## src/hw/dmt_pkg.sv

```systemverilog
// package for the four-channel direct memory transfer controller
// Function
// - four channels, each with its own independent configuration registers
// - block length programmable from 1 byte to 64K bytes
// - repeat counter reruns block, total transaction up to 16M bytes
// - source and destination address modes independently increment, decrement or fixed
// - reload restores original addresses when a transaction finishes
// - burst size of 1, 2, 4 or 8 bytes selectable
// - channels arbitrated by software-programmable priority scheme
// - reads and writes use the shared processor data bus
// - triggers from peripherals, event channels or software, per-channel selection
// - two channels linkable, partner takes over on finish, alternating both ways
// - may read EEPROM region, never write it, never access program flash
// - every peripheral I/O register is addressable
// - memory and peripheral in any combination of source and destination
// - bus shared with core under safe deterministic priority
package dmt_pkg;
    localparam int NCH = 4;
    localparam int AW = 24;
    // per-channel register offsets: channel base = ch * CH_STRIDE
    localparam logic [7:0] CH_STRIDE = 8'h10;
    localparam logic [3:0] R_CTRL = 4'h0;
    localparam logic [3:0] R_ADDRMODE = 4'h1;
    localparam logic [3:0] R_TRIG = 4'h2;
    localparam logic [3:0] R_LEN = 4'h3;
    localparam logic [3:0] R_REP = 4'h4;
    localparam logic [3:0] R_SRC = 4'h5;
    localparam logic [3:0] R_DST = 4'h6;
    localparam logic [3:0] R_STAT = 4'h7;
    // global registers
    localparam logic [7:0] R_PRIO = 8'h40;
    localparam logic [7:0] R_SWTRIG = 8'h41;
    // ctrl fields
    localparam int C_EN = 0;
    localparam int C_RELOAD = 1;
    localparam int C_LINK = 2;
    localparam int C_BURST = 3; // two bits
    // address mode codes
    localparam logic [1:0] AM_FIXED = 2'h0;
    localparam logic [1:0] AM_INC = 2'h1;
    localparam logic [1:0] AM_DEC = 2'h2;
    // trigger source codes
    localparam logic [1:0] TS_SW = 2'h0;
    localparam logic [1:0] TS_PERIPH = 2'h1;
    localparam logic [1:0] TS_EVENT = 2'h2;
    // status fields
    localparam int S_DONE = 0;
    localparam int S_ERR = 1;
    localparam int S_BUSY = 2;
    // data-space regions
    localparam logic [AW-1:0] IO_TOP = 24'h000fff;
    localparam logic [AW-1:0] EE_BASE = 24'h001000;
    localparam logic [AW-1:0] EE_TOP = 24'h001fff;
    localparam logic [AW-1:0] RAM_TOP = 24'h7fffff;
    localparam logic [AW-1:0] ADDR_RST = 24'h000000;
    localparam logic [15:0] LEN_RST = 16'h0000;
    localparam logic [7:0] REP_RST = 8'h00;
    typedef enum logic [3:0] {
        ST_IDLE = 4'b0001,
        ST_RD = 4'b0010,
        ST_WR = 4'b0100,
        ST_END = 4'b1000
    } dmt_state_t;
endpackage : dmt_pkg

```

## src/hw/dmt_ctrl.sv

```systemverilog
// four-channel direct memory transfer controller core
//
// Decided for this implementation: strobed register access and the register addresses.
`timescale 1ns/10ps
module dmt_ctrl #(
    parameter int NCH = dmt_pkg::NCH
) (
    input wire logic core_clk,
    input wire logic srst,
    input wire logic [7:0] reg_addr,
    input wire logic [31:0] reg_wdata,
    input wire logic reg_wr,
    input wire logic reg_rd,
    output logic [31:0] reg_rdata,
    input wire logic [NCH-1:0] periph_trig,
    input wire logic [NCH-1:0] event_trig,
    output logic bus_req,
    input wire logic bus_gnt,
    output logic [dmt_pkg::AW-1:0] bus_addr,
    output logic bus_we,
    output logic bus_re,
    output logic [7:0] bus_wdata,
    input wire logic [7:0] bus_rdata,
    output logic [NCH-1:0] ch_done
);
    localparam int AW = dmt_pkg::AW;

    // per-channel and shared state
    logic [5:0] ctrl_q [NCH], ctrl_d [NCH];
    logic [3:0] amode_q [NCH], amode_d [NCH];
    logic [1:0] tsel_q [NCH], tsel_d [NCH];
    logic [15:0] len_q [NCH], len_d [NCH];
    logic [7:0] rep_q [NCH], rep_d [NCH];
    logic [AW-1:0] src0_q [NCH], src0_d [NCH];
    logic [AW-1:0] dst0_q [NCH], dst0_d [NCH];
    logic [AW-1:0] src_q [NCH], src_d [NCH];
    logic [AW-1:0] dst_q [NCH], dst_d [NCH];
    logic [16:0] bcnt_q [NCH], bcnt_d [NCH];
    logic [7:0] rcnt_q [NCH], rcnt_d [NCH];
    logic [NCH-1:0] pend_q, pend_d, done_q, done_d, err_q, err_d;
    logic rr_mode_q, rr_mode_d;
    logic [1:0] last_q, last_d, cur_q, cur_d;
    logic [3:0] beat_q, beat_d;
    logic [7:0] data_q, data_d;
    dmt_pkg::dmt_state_t st_q, st_d;
    logic [31:0] rdata_q, rdata_d;
    logic [NCH-1:0] trig_s1_q, trig_s2_q, ev_s1_q, ev_s2_q;

    // next address by mode
    function automatic logic [AW-1:0] step(input logic [AW-1:0] a, input logic [1:0] m);
        unique case (m)
            dmt_pkg::AM_INC: step = a + AW'(1);
            dmt_pkg::AM_DEC: step = a - AW'(1);
            default: step = a;
        endcase
    endfunction : step

    // forbidden: flash above ram top, or any write into eeprom
    function automatic logic bad_acc(input logic [AW-1:0] a, input logic wr);
        bad_acc = (a > dmt_pkg::RAM_TOP) ||
                  (wr && a >= dmt_pkg::EE_BASE && a <= dmt_pkg::EE_TOP);
    endfunction : bad_acc

    // refused access is decoded before the request, so no beat ever reaches the bus
    logic acc_bad;
    assign acc_bad = bad_acc(src_q[cur_q], 1'b0) || bad_acc(dst_q[cur_q], 1'b1);

    // pin triggers come from other blocks' pads; two flops first
    always_ff @(posedge core_clk) begin
        trig_s1_q <= periph_trig;
        trig_s2_q <= trig_s1_q;
        ev_s1_q <= event_trig;
        ev_s2_q <= ev_s1_q;
    end

    // arbitration: fixed ch0-first, or round robin after last served
    logic [NCH-1:0] ready;
    logic [1:0] pick;
    logic found;
    always_comb begin
        ready = '0;
        pick = 2'h0;
        found = 1'b0;
        for (int c = 0; c < NCH; c++) begin
            ready[c] = ctrl_q[c][dmt_pkg::C_EN] && pend_q[c];
        end
        for (int k = 0; k < NCH; k++) begin
            logic [1:0] c;
            c = rr_mode_q ? 2'(last_q + 2'(k + 1)) : 2'(k);
            if (!found && ready[c]) begin
                found = 1'b1;
                pick = c;
            end
        end
    end

    // register writes, triggers and the transfer sequencer
    always_comb begin
        logic [1:0] ch;
        logic [1:0] par;
        logic [3:0] blen;
        logic [NCH-1:0] dset, eset;
        ch = reg_addr[5:4];
        par = cur_q ^ 2'h1;
        blen = 4'h1 << ctrl_q[cur_q][dmt_pkg::C_BURST +: 2];
        dset = '0;
        eset = '0;
        ctrl_d = ctrl_q; amode_d = amode_q; tsel_d = tsel_q; len_d = len_q;
        rep_d = rep_q; src0_d = src0_q; dst0_d = dst0_q; src_d = src_q;
        dst_d = dst_q; bcnt_d = bcnt_q; rcnt_d = rcnt_q; pend_d = pend_q;
        done_d = done_q; err_d = err_q; rr_mode_d = rr_mode_q; last_d = last_q;
        cur_d = cur_q; beat_d = beat_q; data_d = data_q; st_d = st_q;
        rdata_d = 32'h0000_0000;
        // hardware triggers, per-channel source select
        for (int c = 0; c < NCH; c++) begin
            if ((tsel_q[c] == dmt_pkg::TS_PERIPH && trig_s2_q[c]) ||
                (tsel_q[c] == dmt_pkg::TS_EVENT && ev_s2_q[c])) begin
                pend_d[c] = 1'b1;
            end
        end
        // sequencer; core has bus priority whenever grant is low
        unique case (st_q)
            dmt_pkg::ST_IDLE: begin
                if (found) begin
                    cur_d = pick;
                    beat_d = 4'h0;
                    st_d = dmt_pkg::ST_RD;
                end
            end
            dmt_pkg::ST_RD: begin
                if (acc_bad) begin
                    err_d[cur_q] = 1'b1;
                    eset[cur_q] = 1'b1;
                    ctrl_d[cur_q][dmt_pkg::C_EN] = 1'b0;
                    pend_d[cur_q] = 1'b0;
                    st_d = dmt_pkg::ST_IDLE;
                end else if (bus_gnt) begin
                    data_d = bus_rdata;
                    st_d = dmt_pkg::ST_WR;
                end
            end
            dmt_pkg::ST_WR: begin
                if (bus_gnt) begin
                    src_d[cur_q] = step(src_q[cur_q], amode_q[cur_q][1:0]);
                    dst_d[cur_q] = step(dst_q[cur_q], amode_q[cur_q][3:2]);
                    bcnt_d[cur_q] = bcnt_q[cur_q] - 17'h1;
                    beat_d = beat_q + 4'h1;
                    if (bcnt_q[cur_q] == 17'h1) begin
                        st_d = dmt_pkg::ST_END;
                    end else if (beat_q + 4'h1 == blen) begin
                        pend_d[cur_q] = 1'b0; // one burst per trigger
                        last_d = cur_q;
                        st_d = dmt_pkg::ST_IDLE;
                    end else begin
                        st_d = dmt_pkg::ST_RD;
                    end
                end
            end
            dmt_pkg::ST_END: begin
                last_d = cur_q;
                pend_d[cur_q] = 1'b0;
                // reload block length; repeat zero means forever
                bcnt_d[cur_q] = (len_q[cur_q] == 16'h0) ? 17'h10000 : {1'b0, len_q[cur_q]};
                if (rep_q[cur_q] == 8'h0 || rcnt_q[cur_q] > 8'h1) begin
                    if (rep_q[cur_q] != 8'h0) begin
                        rcnt_d[cur_q] = rcnt_q[cur_q] - 8'h1;
                    end
                end else begin
                    done_d[cur_q] = 1'b1;
                    dset[cur_q] = 1'b1;
                    rcnt_d[cur_q] = rep_q[cur_q];
                    if (ctrl_q[cur_q][dmt_pkg::C_RELOAD]) begin
                        src_d[cur_q] = src0_q[cur_q];
                        dst_d[cur_q] = dst0_q[cur_q];
                    end
                    if (ctrl_q[cur_q][dmt_pkg::C_LINK]) begin
                        ctrl_d[cur_q][dmt_pkg::C_EN] = 1'b0;
                        ctrl_d[par][dmt_pkg::C_EN] = 1'b1;
                        pend_d[par] = 1'b1;
                    end else begin
                        ctrl_d[cur_q][dmt_pkg::C_EN] = 1'b0;
                    end
                end
                st_d = dmt_pkg::ST_IDLE;
            end
            default: st_d = dmt_pkg::ST_IDLE;
        endcase
        // software writes; set by hardware above wins over a status clear
        if (reg_wr) begin
            if (reg_addr == dmt_pkg::R_PRIO) begin
                rr_mode_d = reg_wdata[0];
            end else if (reg_addr == dmt_pkg::R_SWTRIG) begin
                pend_d = pend_d | reg_wdata[NCH-1:0];
            end else if (reg_addr < 8'(NCH) * dmt_pkg::CH_STRIDE) begin
                unique case (reg_addr[3:0])
                    dmt_pkg::R_CTRL: ctrl_d[ch] = reg_wdata[5:0];
                    dmt_pkg::R_ADDRMODE: amode_d[ch] = reg_wdata[3:0];
                    dmt_pkg::R_TRIG: tsel_d[ch] = reg_wdata[1:0];
                    dmt_pkg::R_LEN: begin
                        len_d[ch] = reg_wdata[15:0];
                        bcnt_d[ch] = (reg_wdata[15:0] == 16'h0) ? 17'h10000 :
                                     {1'b0, reg_wdata[15:0]};
                    end
                    dmt_pkg::R_REP: begin
                        rep_d[ch] = reg_wdata[7:0];
                        rcnt_d[ch] = reg_wdata[7:0];
                    end
                    dmt_pkg::R_SRC: begin
                        src0_d[ch] = reg_wdata[AW-1:0];
                        src_d[ch] = reg_wdata[AW-1:0];
                    end
                    dmt_pkg::R_DST: begin
                        dst0_d[ch] = reg_wdata[AW-1:0];
                        dst_d[ch] = reg_wdata[AW-1:0];
                    end
                    dmt_pkg::R_STAT: begin
                        // a flag set in this very cycle survives the clear
                        done_d[ch] = (done_q[ch] & ~reg_wdata[dmt_pkg::S_DONE]) | dset[ch];
                        err_d[ch] = (err_q[ch] & ~reg_wdata[dmt_pkg::S_ERR]) | eset[ch];
                    end
                    default: ;
                endcase
            end
        end
        // register reads; unmapped read as zero
        if (reg_rd) begin
            if (reg_addr == dmt_pkg::R_PRIO) begin
                rdata_d = {31'h0, rr_mode_q};
            end else if (reg_addr < 8'(NCH) * dmt_pkg::CH_STRIDE) begin
                unique case (reg_addr[3:0])
                    dmt_pkg::R_CTRL: rdata_d = {26'h0, ctrl_q[ch]};
                    dmt_pkg::R_ADDRMODE: rdata_d = {28'h0, amode_q[ch]};
                    dmt_pkg::R_TRIG: rdata_d = {30'h0, tsel_q[ch]};
                    dmt_pkg::R_LEN: rdata_d = {16'h0, len_q[ch]};
                    dmt_pkg::R_REP: rdata_d = {24'h0, rcnt_q[ch]};
                    dmt_pkg::R_SRC: rdata_d = {8'h0, src_q[ch]};
                    dmt_pkg::R_DST: rdata_d = {8'h0, dst_q[ch]};
                    dmt_pkg::R_STAT: rdata_d = {29'h0, (st_q != dmt_pkg::ST_IDLE) &&
                                      (cur_q == ch), err_q[ch], done_q[ch]};
                    default: rdata_d = 32'h0000_0000;
                endcase
            end
        end
    end

    // register all state except the trigger synchronizers
    always_ff @(posedge core_clk) begin
        if (srst) begin
            for (int c = 0; c < NCH; c++) begin
                ctrl_q[c] <= '0; amode_q[c] <= '0; tsel_q[c] <= dmt_pkg::TS_SW;
                len_q[c] <= dmt_pkg::LEN_RST; rep_q[c] <= dmt_pkg::REP_RST;
                src0_q[c] <= dmt_pkg::ADDR_RST; dst0_q[c] <= dmt_pkg::ADDR_RST;
                src_q[c] <= dmt_pkg::ADDR_RST; dst_q[c] <= dmt_pkg::ADDR_RST;
                bcnt_q[c] <= 17'h10000; rcnt_q[c] <= dmt_pkg::REP_RST;
            end
            pend_q <= '0; done_q <= '0; err_q <= '0; rr_mode_q <= 1'b0;
            last_q <= 2'h0; cur_q <= 2'h0; beat_q <= 4'h0; data_q <= 8'h00;
            st_q <= dmt_pkg::ST_IDLE; rdata_q <= 32'h0000_0000;
        end else begin
            ctrl_q <= ctrl_d; amode_q <= amode_d; tsel_q <= tsel_d; len_q <= len_d;
            rep_q <= rep_d; src0_q <= src0_d; dst0_q <= dst0_d; src_q <= src_d;
            dst_q <= dst_d; bcnt_q <= bcnt_d; rcnt_q <= rcnt_d; pend_q <= pend_d;
            done_q <= done_d; err_q <= err_d; rr_mode_q <= rr_mode_d; last_q <= last_d;
            cur_q <= cur_d; beat_q <= beat_d; data_q <= data_d; st_q <= st_d;
            rdata_q <= rdata_d;
        end
    end

    // shared data bus master side; any region (i/o, ram, eeprom read) may be reached
    always_comb begin
        bus_req = ((st_q == dmt_pkg::ST_RD) && !acc_bad) || (st_q == dmt_pkg::ST_WR);
        bus_re = (st_q == dmt_pkg::ST_RD) && !acc_bad && bus_gnt;
        bus_we = (st_q == dmt_pkg::ST_WR) && bus_gnt;
        bus_addr = (st_q == dmt_pkg::ST_WR) ? dst_q[cur_q] : src_q[cur_q];
    end
    assign bus_wdata = data_q;
    assign reg_rdata = rdata_q;
    assign ch_done = done_q;
endmodule : dmt_ctrl

```

## config.mk

```make
export PLATFORM = sky130hd
export DESIGN_NAME = dmt_ctrl
export DESIGN_NICKNAME = d
export VERILOG_FILES = /design/src/hw/dmt_pkg.sv /design/src/hw/dmt_ctrl.sv
export SDC_FILE = /design/constraint.sdc
export NUM_CORES = 2
export LEC_CHECK = 0
export BUFFER_PORTS_ARGS = -buffer_cell sky130_fd_sc_hd__buf_2
export CORE_MARGIN = 8
export CORE_UTILIZATION = 35
export DETAILED_ROUTE_END_ITERATION = 8
export PLACE_DENSITY = 0.51
export SETUP_SLACK_MARGIN = 0.15
export SYNTH_ARGS = -nofsm -noshare
export SYNTH_HDL_FRONTEND = slang
export SYNTH_SLANG_ARGS = --single-unit
```

## constraint.sdc

```tcl
create_clock -name core_clk -period 7.3 [get_ports core_clk]
set_input_delay 0.73 -clock core_clk [delete_from_list [all_inputs] [get_ports core_clk]]
set_output_delay 0.73 -clock core_clk [all_outputs]
set_load 0.01 [all_outputs]
```

* After elaboration in Yosys (flattened, before gate mapping)
Cells that the tools add are included.
** Storage, ports and cells
- Register bits after elaboration :: 701
- Word-level logic and storage cells :: 439
** Cells by class
- Shift operators :: 1
- Equal/unequal tests :: 34
- Reductions and logical operators :: 59
- Bitwise logic cells :: 24
- Order comparisons :: 22
- Add/sub/neg operators :: 10
- Mux-type cells :: 230
** Operator list (count)
- $mux 96 :: 16
- $bwmux 96 :: 8
- $mux 24 :: 27
- $mux 68 :: 6
- $pmux 96 s2 :: 2
- $bmux 24 s2 :: 6
- $mux 32 :: 8
- $bwmux 68 :: 3
- $pmux 24 s8 :: 1
- $mux 4 :: 39
- $pmux 24 s2 :: 3
- $pmux 68 s2 :: 1
- $bwmux 32 :: 4
- $mux 17 :: 6
- $demux 24 s2 :: 2
- $mux 16 :: 5
- $demux 17 s2 :: 2
- $bmux 16 s2 :: 2
- $bwmux 64 :: 1
- $mux 8 :: 8
- $add 24x1->24 const B :: 2
- $bmux 8 s2 :: 3
- $gt 24x23->1 const B :: 2
- $sub 24x1->24 const B :: 2
- 73 further kinds :: 221

* Logic depth before layout (Yosys ltp)
- Depth after elaboration :: 19
- Depth in mapped cells :: 29
- Gate-level depth less buffers :: 15

* Least setup slack after synthesis
No wires, ideal clock.
- Path kind :: register -> register
- Start point :: register cur_q[0]
- End point :: register dst_q[62] (netlist bit)
- Data arrival time :: 6.322 ns
- Path slack :: 0.892 ns
- Buffers on the path :: 14
- Data required time :: 7.214 ns
- Clock period less this slack :: 6.408 ns
- Cell stages (with the launch flop) :: 29
- Setup time :: 0.086 ns
- Cells stage by stage :: dfxtp_1 > buf_6 > buf_6 > buf_6 > buf_6 > buf_4 > buf_4 > buf_4 > buf_2 > buf_2 > buf_2 > mux4_2 > ha_1 > clkbuf_1 > inv_1 > clkbuf_1 > clkbuf_1 > xnor2_1 > ha_1 > or4_1 > o21ai_0 > or3_1 > clkbuf_1 > o211ai_2 > nand2b_1 > a211oi_2 > xor2_1 > a221oi_1 > a211oi_1
** Between the ends
- Word-level cells in the longest chain between the ends :: 17
- Elaborated cells between the ends (all ways) :: 46
- Those cells by class :: 2 x add/sub; 3 x order compare; 2 x eq/ne; 35 x mux; 1 x bitwise; 3 x reduce/logical
** RTL lines
- from (decl) :: line dmt_ctrl.sv:42 : logic [1:0] last_q, last_d, cur_q, cur_d;
- from (signal assigned) :: line dmt_ctrl.sv:264 : cur_q <= cur_d; beat_q <= beat_d; data_q <= data_d; st_q <= st_d;
- $not 2->3 (implied by the code) (*)
- $bmux 24 s2 / $bmux 4 s2 (equally long branches) :: line dmt_ctrl.sv:145 : dst_d[cur_q] = step(dst_q[cur_q], amode_q[cur_q][3:2]);
- $mux 24 (implied by the code) / $mux 4 (equally long branches) (2 in series) :: line dmt_ctrl.sv:145
- $sub 24x1->24 (tied with other cells) :: line dmt_ctrl.sv:53 : dmt_pkg::AM_DEC: step = a - AW'(1);
- $pmux 24 s2 :: line dmt_ctrl.sv:51 : unique case (m)
- $mux 24 :: line dmt_ctrl.sv:143 : if (bus_gnt) begin
- $mux 24 :: line dmt_ctrl.sv:122 : unique case (st_q)
- $bwmux 96 :: line dmt_ctrl.sv:145
- $mux 96 :: line dmt_ctrl.sv:143
- $pmux 96 s2 (*) :: line dmt_ctrl.sv:122
- $bwmux 96 :: line dmt_ctrl.sv:214 : dst_d[ch] = reg_wdata[AW-1:0];
- $mux 96 :: line dmt_ctrl.sv:195 : unique case (reg_addr[3:0])
- $mux 96 :: line dmt_ctrl.sv:194 : end else if (reg_addr < 8'(NCH) * dmt_pkg::CH_STRIDE) begin
- $mux 96 :: line dmt_ctrl.sv:192 : end else if (reg_addr == dmt_pkg::R_SWTRIG) begin
- $mux 96 :: line dmt_ctrl.sv:190 : if (reg_addr == dmt_pkg::R_PRIO) begin
- $mux 96 (*) :: line dmt_ctrl.sv:189 : if (reg_wr) begin
- to (signal, indexed assignment) :: line dmt_ctrl.sv:253 : src_q[c] <= dmt_pkg::ADDR_RST; dst_q[c] <= dmt_pkg::ADDR_RST;
- to (signal assigned) :: line dmt_ctrl.sv:262 : dst_q <= dst_d; bcnt_q <= bcnt_d; rcnt_q <= rcnt_d; pend_q <= pend_d;
- to (decl) :: line dmt_ctrl.sv:37 : logic [AW-1:0] dst_q [NCH], dst_d [NCH];
Mark *: on every way between the ends. The rest lies on a longest branch, timed or not. The select of a mux whose other input is x is not followed.
A chain may end at the register's enable or synchronous reset.

* Worst setup path in the final report
- Start point :: register cur_q[1]
- End point :: output port bus_re
** Between the ends
- Word-level cells in the longest chain between the ends :: 11
- Elaborated cells between the ends (all ways) :: 17
- Those cells by class :: 4 x order compare; 6 x mux; 1 x bitwise; 6 x reduce/logical
** RTL lines
- $not 2->3 (implied by the code) (*) :: line dmt_ctrl.sv:66 : assign acc_bad = bad_acc(src_q[cur_q], 1'b0) || bad_acc(dst_q[cur_q], 1'b1);
- $bmux 24 s2 :: line dmt_ctrl.sv:66
- $mux 24 (implied by the code) (2 in series) :: line dmt_ctrl.sv:66
- $ge 24x13->1 / $le 24x13->1 (equally long branches) :: line dmt_ctrl.sv:61 : (wr && a >= dmt_pkg::EE_BASE && a <= dmt_pkg::EE_TOP);
- $logic_and 1x1->1 :: line dmt_ctrl.sv:61
- $logic_or 1x1->1 :: line dmt_ctrl.sv:60 : bad_acc = (a > dmt_pkg::RAM_TOP) ||
- $logic_or 1x1->1 (*) :: line dmt_ctrl.sv:66
- $logic_not 1->1 (*) :: line dmt_ctrl.sv:272 : bus_re = (st_q == dmt_pkg::ST_RD) && !acc_bad && bus_gnt;
- $logic_and 1x1->1 (*) (2 in series) :: line dmt_ctrl.sv:272
- to (decl) :: line dmt_ctrl.sv:21 : output logic bus_re,
Marked as above.

==> impl_metrics.json <==
{
  "outcome": "finished clean",
  "rr_worst_depth": 14,
  "worst-path-stages": 11,
  "syn_area_um2": 40900,
  "fin_tns_setup_ns": 0,
  "clk_latency_ns": 0.69,
  "first_iter_violations": 4870,
  "core_um2": 116000,
  "yosysTopAreaCell": "dfxtp_1",
  "ys_ff_latch": 701,
  "cts_tree": "done",
  "crit_end": "bus_re",
  "r2r_end": "dst_q[62]$_SDFF_PP0_",
  "fmax_mhz": 171,
  "period_minus_slack_ns": 5.84,
  "num-nets-final": 4858,
  "clockBufferDepth": 3,
  "r2r-start": "cur_q[0]$_SDFFE_PP0P_",
  "die_height_um": 358,
  "path_delay_family": "buffers and inverters",
  "cp-startpoint": "cur_q[1]$_SDFFE_PP0P_",
  "r2r_setup_slack_ns": 1.73,
  "fillCellCount": 11800,
  "netlist_instances": 4977,
  "vias_per_cell": 6.35,
  "netlist.area_leader.share_pct": 34.3,
  "crit_buf_inv": 6,
  "grt_use_total_pct": 27.0,
  "required_ns": 6.57,
  "dp_hpwl_mm": 109,
  "syn2layout_area_growth_pct": 10.8,
  "worstPathMaxFanout": 48,
  "cp_cell_sequence": "buf_4 -> buf_4 -> mux4_2 -> nor2_1 -> inv_1 -> nor4_1 -> a311oi_2 -> nand3_1 -> buf_4 -> inv_1 -> buf_2",
  "grt_pass1_wl_mm": 264,
  "cts-buffers-inserted": 86,
  "drc": 0,
  "root_buffer": "clkbuf_16",
  "final-hold-violation-count": 0,
  "hold_class": "in -> reg",
  "grt_pass1_vias": 38300,
  "crit_type": "reg -> out",
  "design.die.area_um2": 128000,
  "ys_seq_area_share_pct": 34.3,
  "max_cap_violations": 0,
  "critPathArrivalTime_ns": 5.11,
  "drtAntennaViolNets": 0,
  "setup_viol": 0,
  "start_util_pct": 35.2,
  "cp-start-kind": "flip-flop",
  "wl_per_cell_um": 28.2,
  "vias": 40500,
  "routabilityCongestion": 0.951,
  "cts_setup_buffers": 0,
  "first_pass_iters": 6,
  "rsz0062_at_grt": "false",
  "grt_overflow_total": 0,
  "fin_crit_sh_pct": 80.0,
  "synth.distinct_cells": 88,
  "endpoint_kind": "output port",
  "ys_warn_count": 0,
  "port_buffers": 115,
  "holdWs_ns": 0.169,
  "clk_pin_slew_ns": 0.06,
  "drive_above_1_share_pct": 14.6,
  "leakagePower_nw": 14.9,
  "avgSynthCellArea_um2": 8.21,
  "htreeDepth": 3,
  "relSlewSlack_pct": 19.4,
  "yosys-top-cells-area": "dfxtp_1, mux4_2, nand2_1, a21oi_1, nor2_1",
  "antenna_found_initial": 5,
  "synthArstFlopShare_pct": 0,
  "power_density_nw_per_um2": 189,
  "io_pins": 132,
  "routed_wl_mm": 180,
  "cts_resized": 0,
  "ctsHoldBuffers": 0,
  "synthFlopType": "dfxtp_1",
  "synth_edf_count": 0,
  "crit_top_cell": "buf_4",
  "clock_sinks": 701,
  "drv_slew": 0,
  "peakVddDrop_v": 0.000167,
  "max_stage_delay_ns": 0.89,
  "grt_max_degree": 171,
  "die_x_um": 358,
  "rows": 125,
  "crit_slowest_cell": "dfxtp_4",
  "finClkSkew_ns": 0.0407,
  "tightest_slew_ns": 1.21
}
[worst min path at each step]
stage                     depth (start not counted)  slack, ns          startpoint                   end
final                                             1       0.17       event_trig[0]    ev_s1_q[0]$_DFF_P_
after global routing                              1       0.15      periph_trig[2]  trig_s1_q[2]$_DFF_P_
after detailed placement                          0       0.31  ev_s1_q[2]$_DFF_P_    ev_s2_q[2]$_DFF_P_
after floorplan                                   0       0.31  ev_s1_q[0]$_DFF_P_    ev_s2_q[0]$_DFF_P_
after global placement                            0       0.31  ev_s1_q[1]$_DFF_P_    ev_s2_q[1]$_DFF_P_
after CTS                                         1       0.13      periph_trig[2]  trig_s1_q[2]$_DFF_P_
[where the power goes]
| group | total (mW) | internal, mW | leakage (nW) | switching [mW] |
|---|---|---|---|---|
| clock | 4.39 | 2.58 | 1.40 | 1.81 |
| sequential | 3.84 | 3.84 | 5.65 | 0.00760 |
| combinational | 0.329 | 0.0683 | 7.85 | 0.261 |
[layout make-up]
cell class	count	area [um2]	area share [%]
multi-input combinational	3743	24900	55.0
sequential	701	14000	31.0
clock buffer	123	2480	5.48
tap	1524	1910	4.21
timing repair buffer	225	1500	3.30
clock inverter	30	340	0.751
inverter	29	109	0.240
antenna	3	7.51	0.0166
[cells in the mapped netlist (all sizes together), types with 7 or more instances]
master / instances
nor2: 485
xor2: 20
a22oi: 49
nand3: 81
a221oi: 118
o21a: 26
xnor2: 61
and3: 49
a221o: 115
buf: 123
a31oi: 13
mux2: 36
nor3: 209
nand2: 937
dfxtp: 701
or4: 8
a21o: 12
nand2b: 18
or3: 22
and2: 29
or2: 15
a21oi: 584
nand3b: 11
ha: 11
a211oi: 139
a211o: 10
o221ai: 31
a32oi: 7
a311oi: 17
mux4: 230
nand4: 20
clkbuf: 388
nor4: 25
o21ai: 106
mux2i: 56
o22a: 7
o211ai: 73
nor2b: 17
inv: 28
[placed cells by master (no fill, tap or decap), drive strengths merged, types with 106 or more instances in the layout]
master  Yosys  routed
clkbuf    388     123
nor3      209     209
a221o     115     115
buf       123     225
dfxtp     701     701
nand2     937     937
a211oi    139     139
nor2      485     485
a221oi    118     118
a21oi     584     584
mux4      230     230
o21ai     106     106
[per-stage QoR]
step | worst slack, ns | cells | power (mW) | utilization (%) | cell area, um2
after floorplan | 0.892 | 4984 | 4.13 | - | 40900
after global placement | 1.95 | 6222 | 4.25 | 36.6 | 42500
after detailed placement | 1.91 | 6222 | 4.25 | 36.6 | 42500
after CTS | 1.41 | 6375 | 8.62 | 39.0 | 45300
after global routing | 1.25 | 6375 | 8.78 | 39.0 | 45300
final | 1.46 | 6378 | 8.56 | 39.0 | 45300
[registers in the layout, indices dropped and copies added, names as in the netlist, 8 cells and up]
| register | count |
|---|---|
| ctrl_q | 24 |
| rep_q | 32 |
| bcnt_q | 68 |
| src0_q | 96 |
| reg_rdata | 24 |
| dst_q | 96 |
| tsel_q | 8 |
| bus_wdata | 8 |
| rcnt_q | 32 |
| amode_q | 16 |
| dst0_q | 96 |
| len_q | 64 |
| src_q | 96 |
[layer usage]
layer  up-vias  routed length, um  GRT usage, %
met5         -                 23             0
met4         4               8340          12.2
met3       438              16100          5.17
met2      2201              79400          41.2
met1     20000              75600          36.8
li1      17900                  -             -
[cells by family after synthesis]
logic type | count (synthesis) | share of synthesized area, %
other cells | 1 | 0.00918
simple gates | 1954 | 20.6
mux | 322 | 15.1
fa+ha+maj | 11 | 0.337
xor+xnor | 81 | 1.77
buf+inv | 540 | 5.40
compound gates | 1367 | 22.4
flops | 701 | 34.3
(Power assumes the default switching activity.)
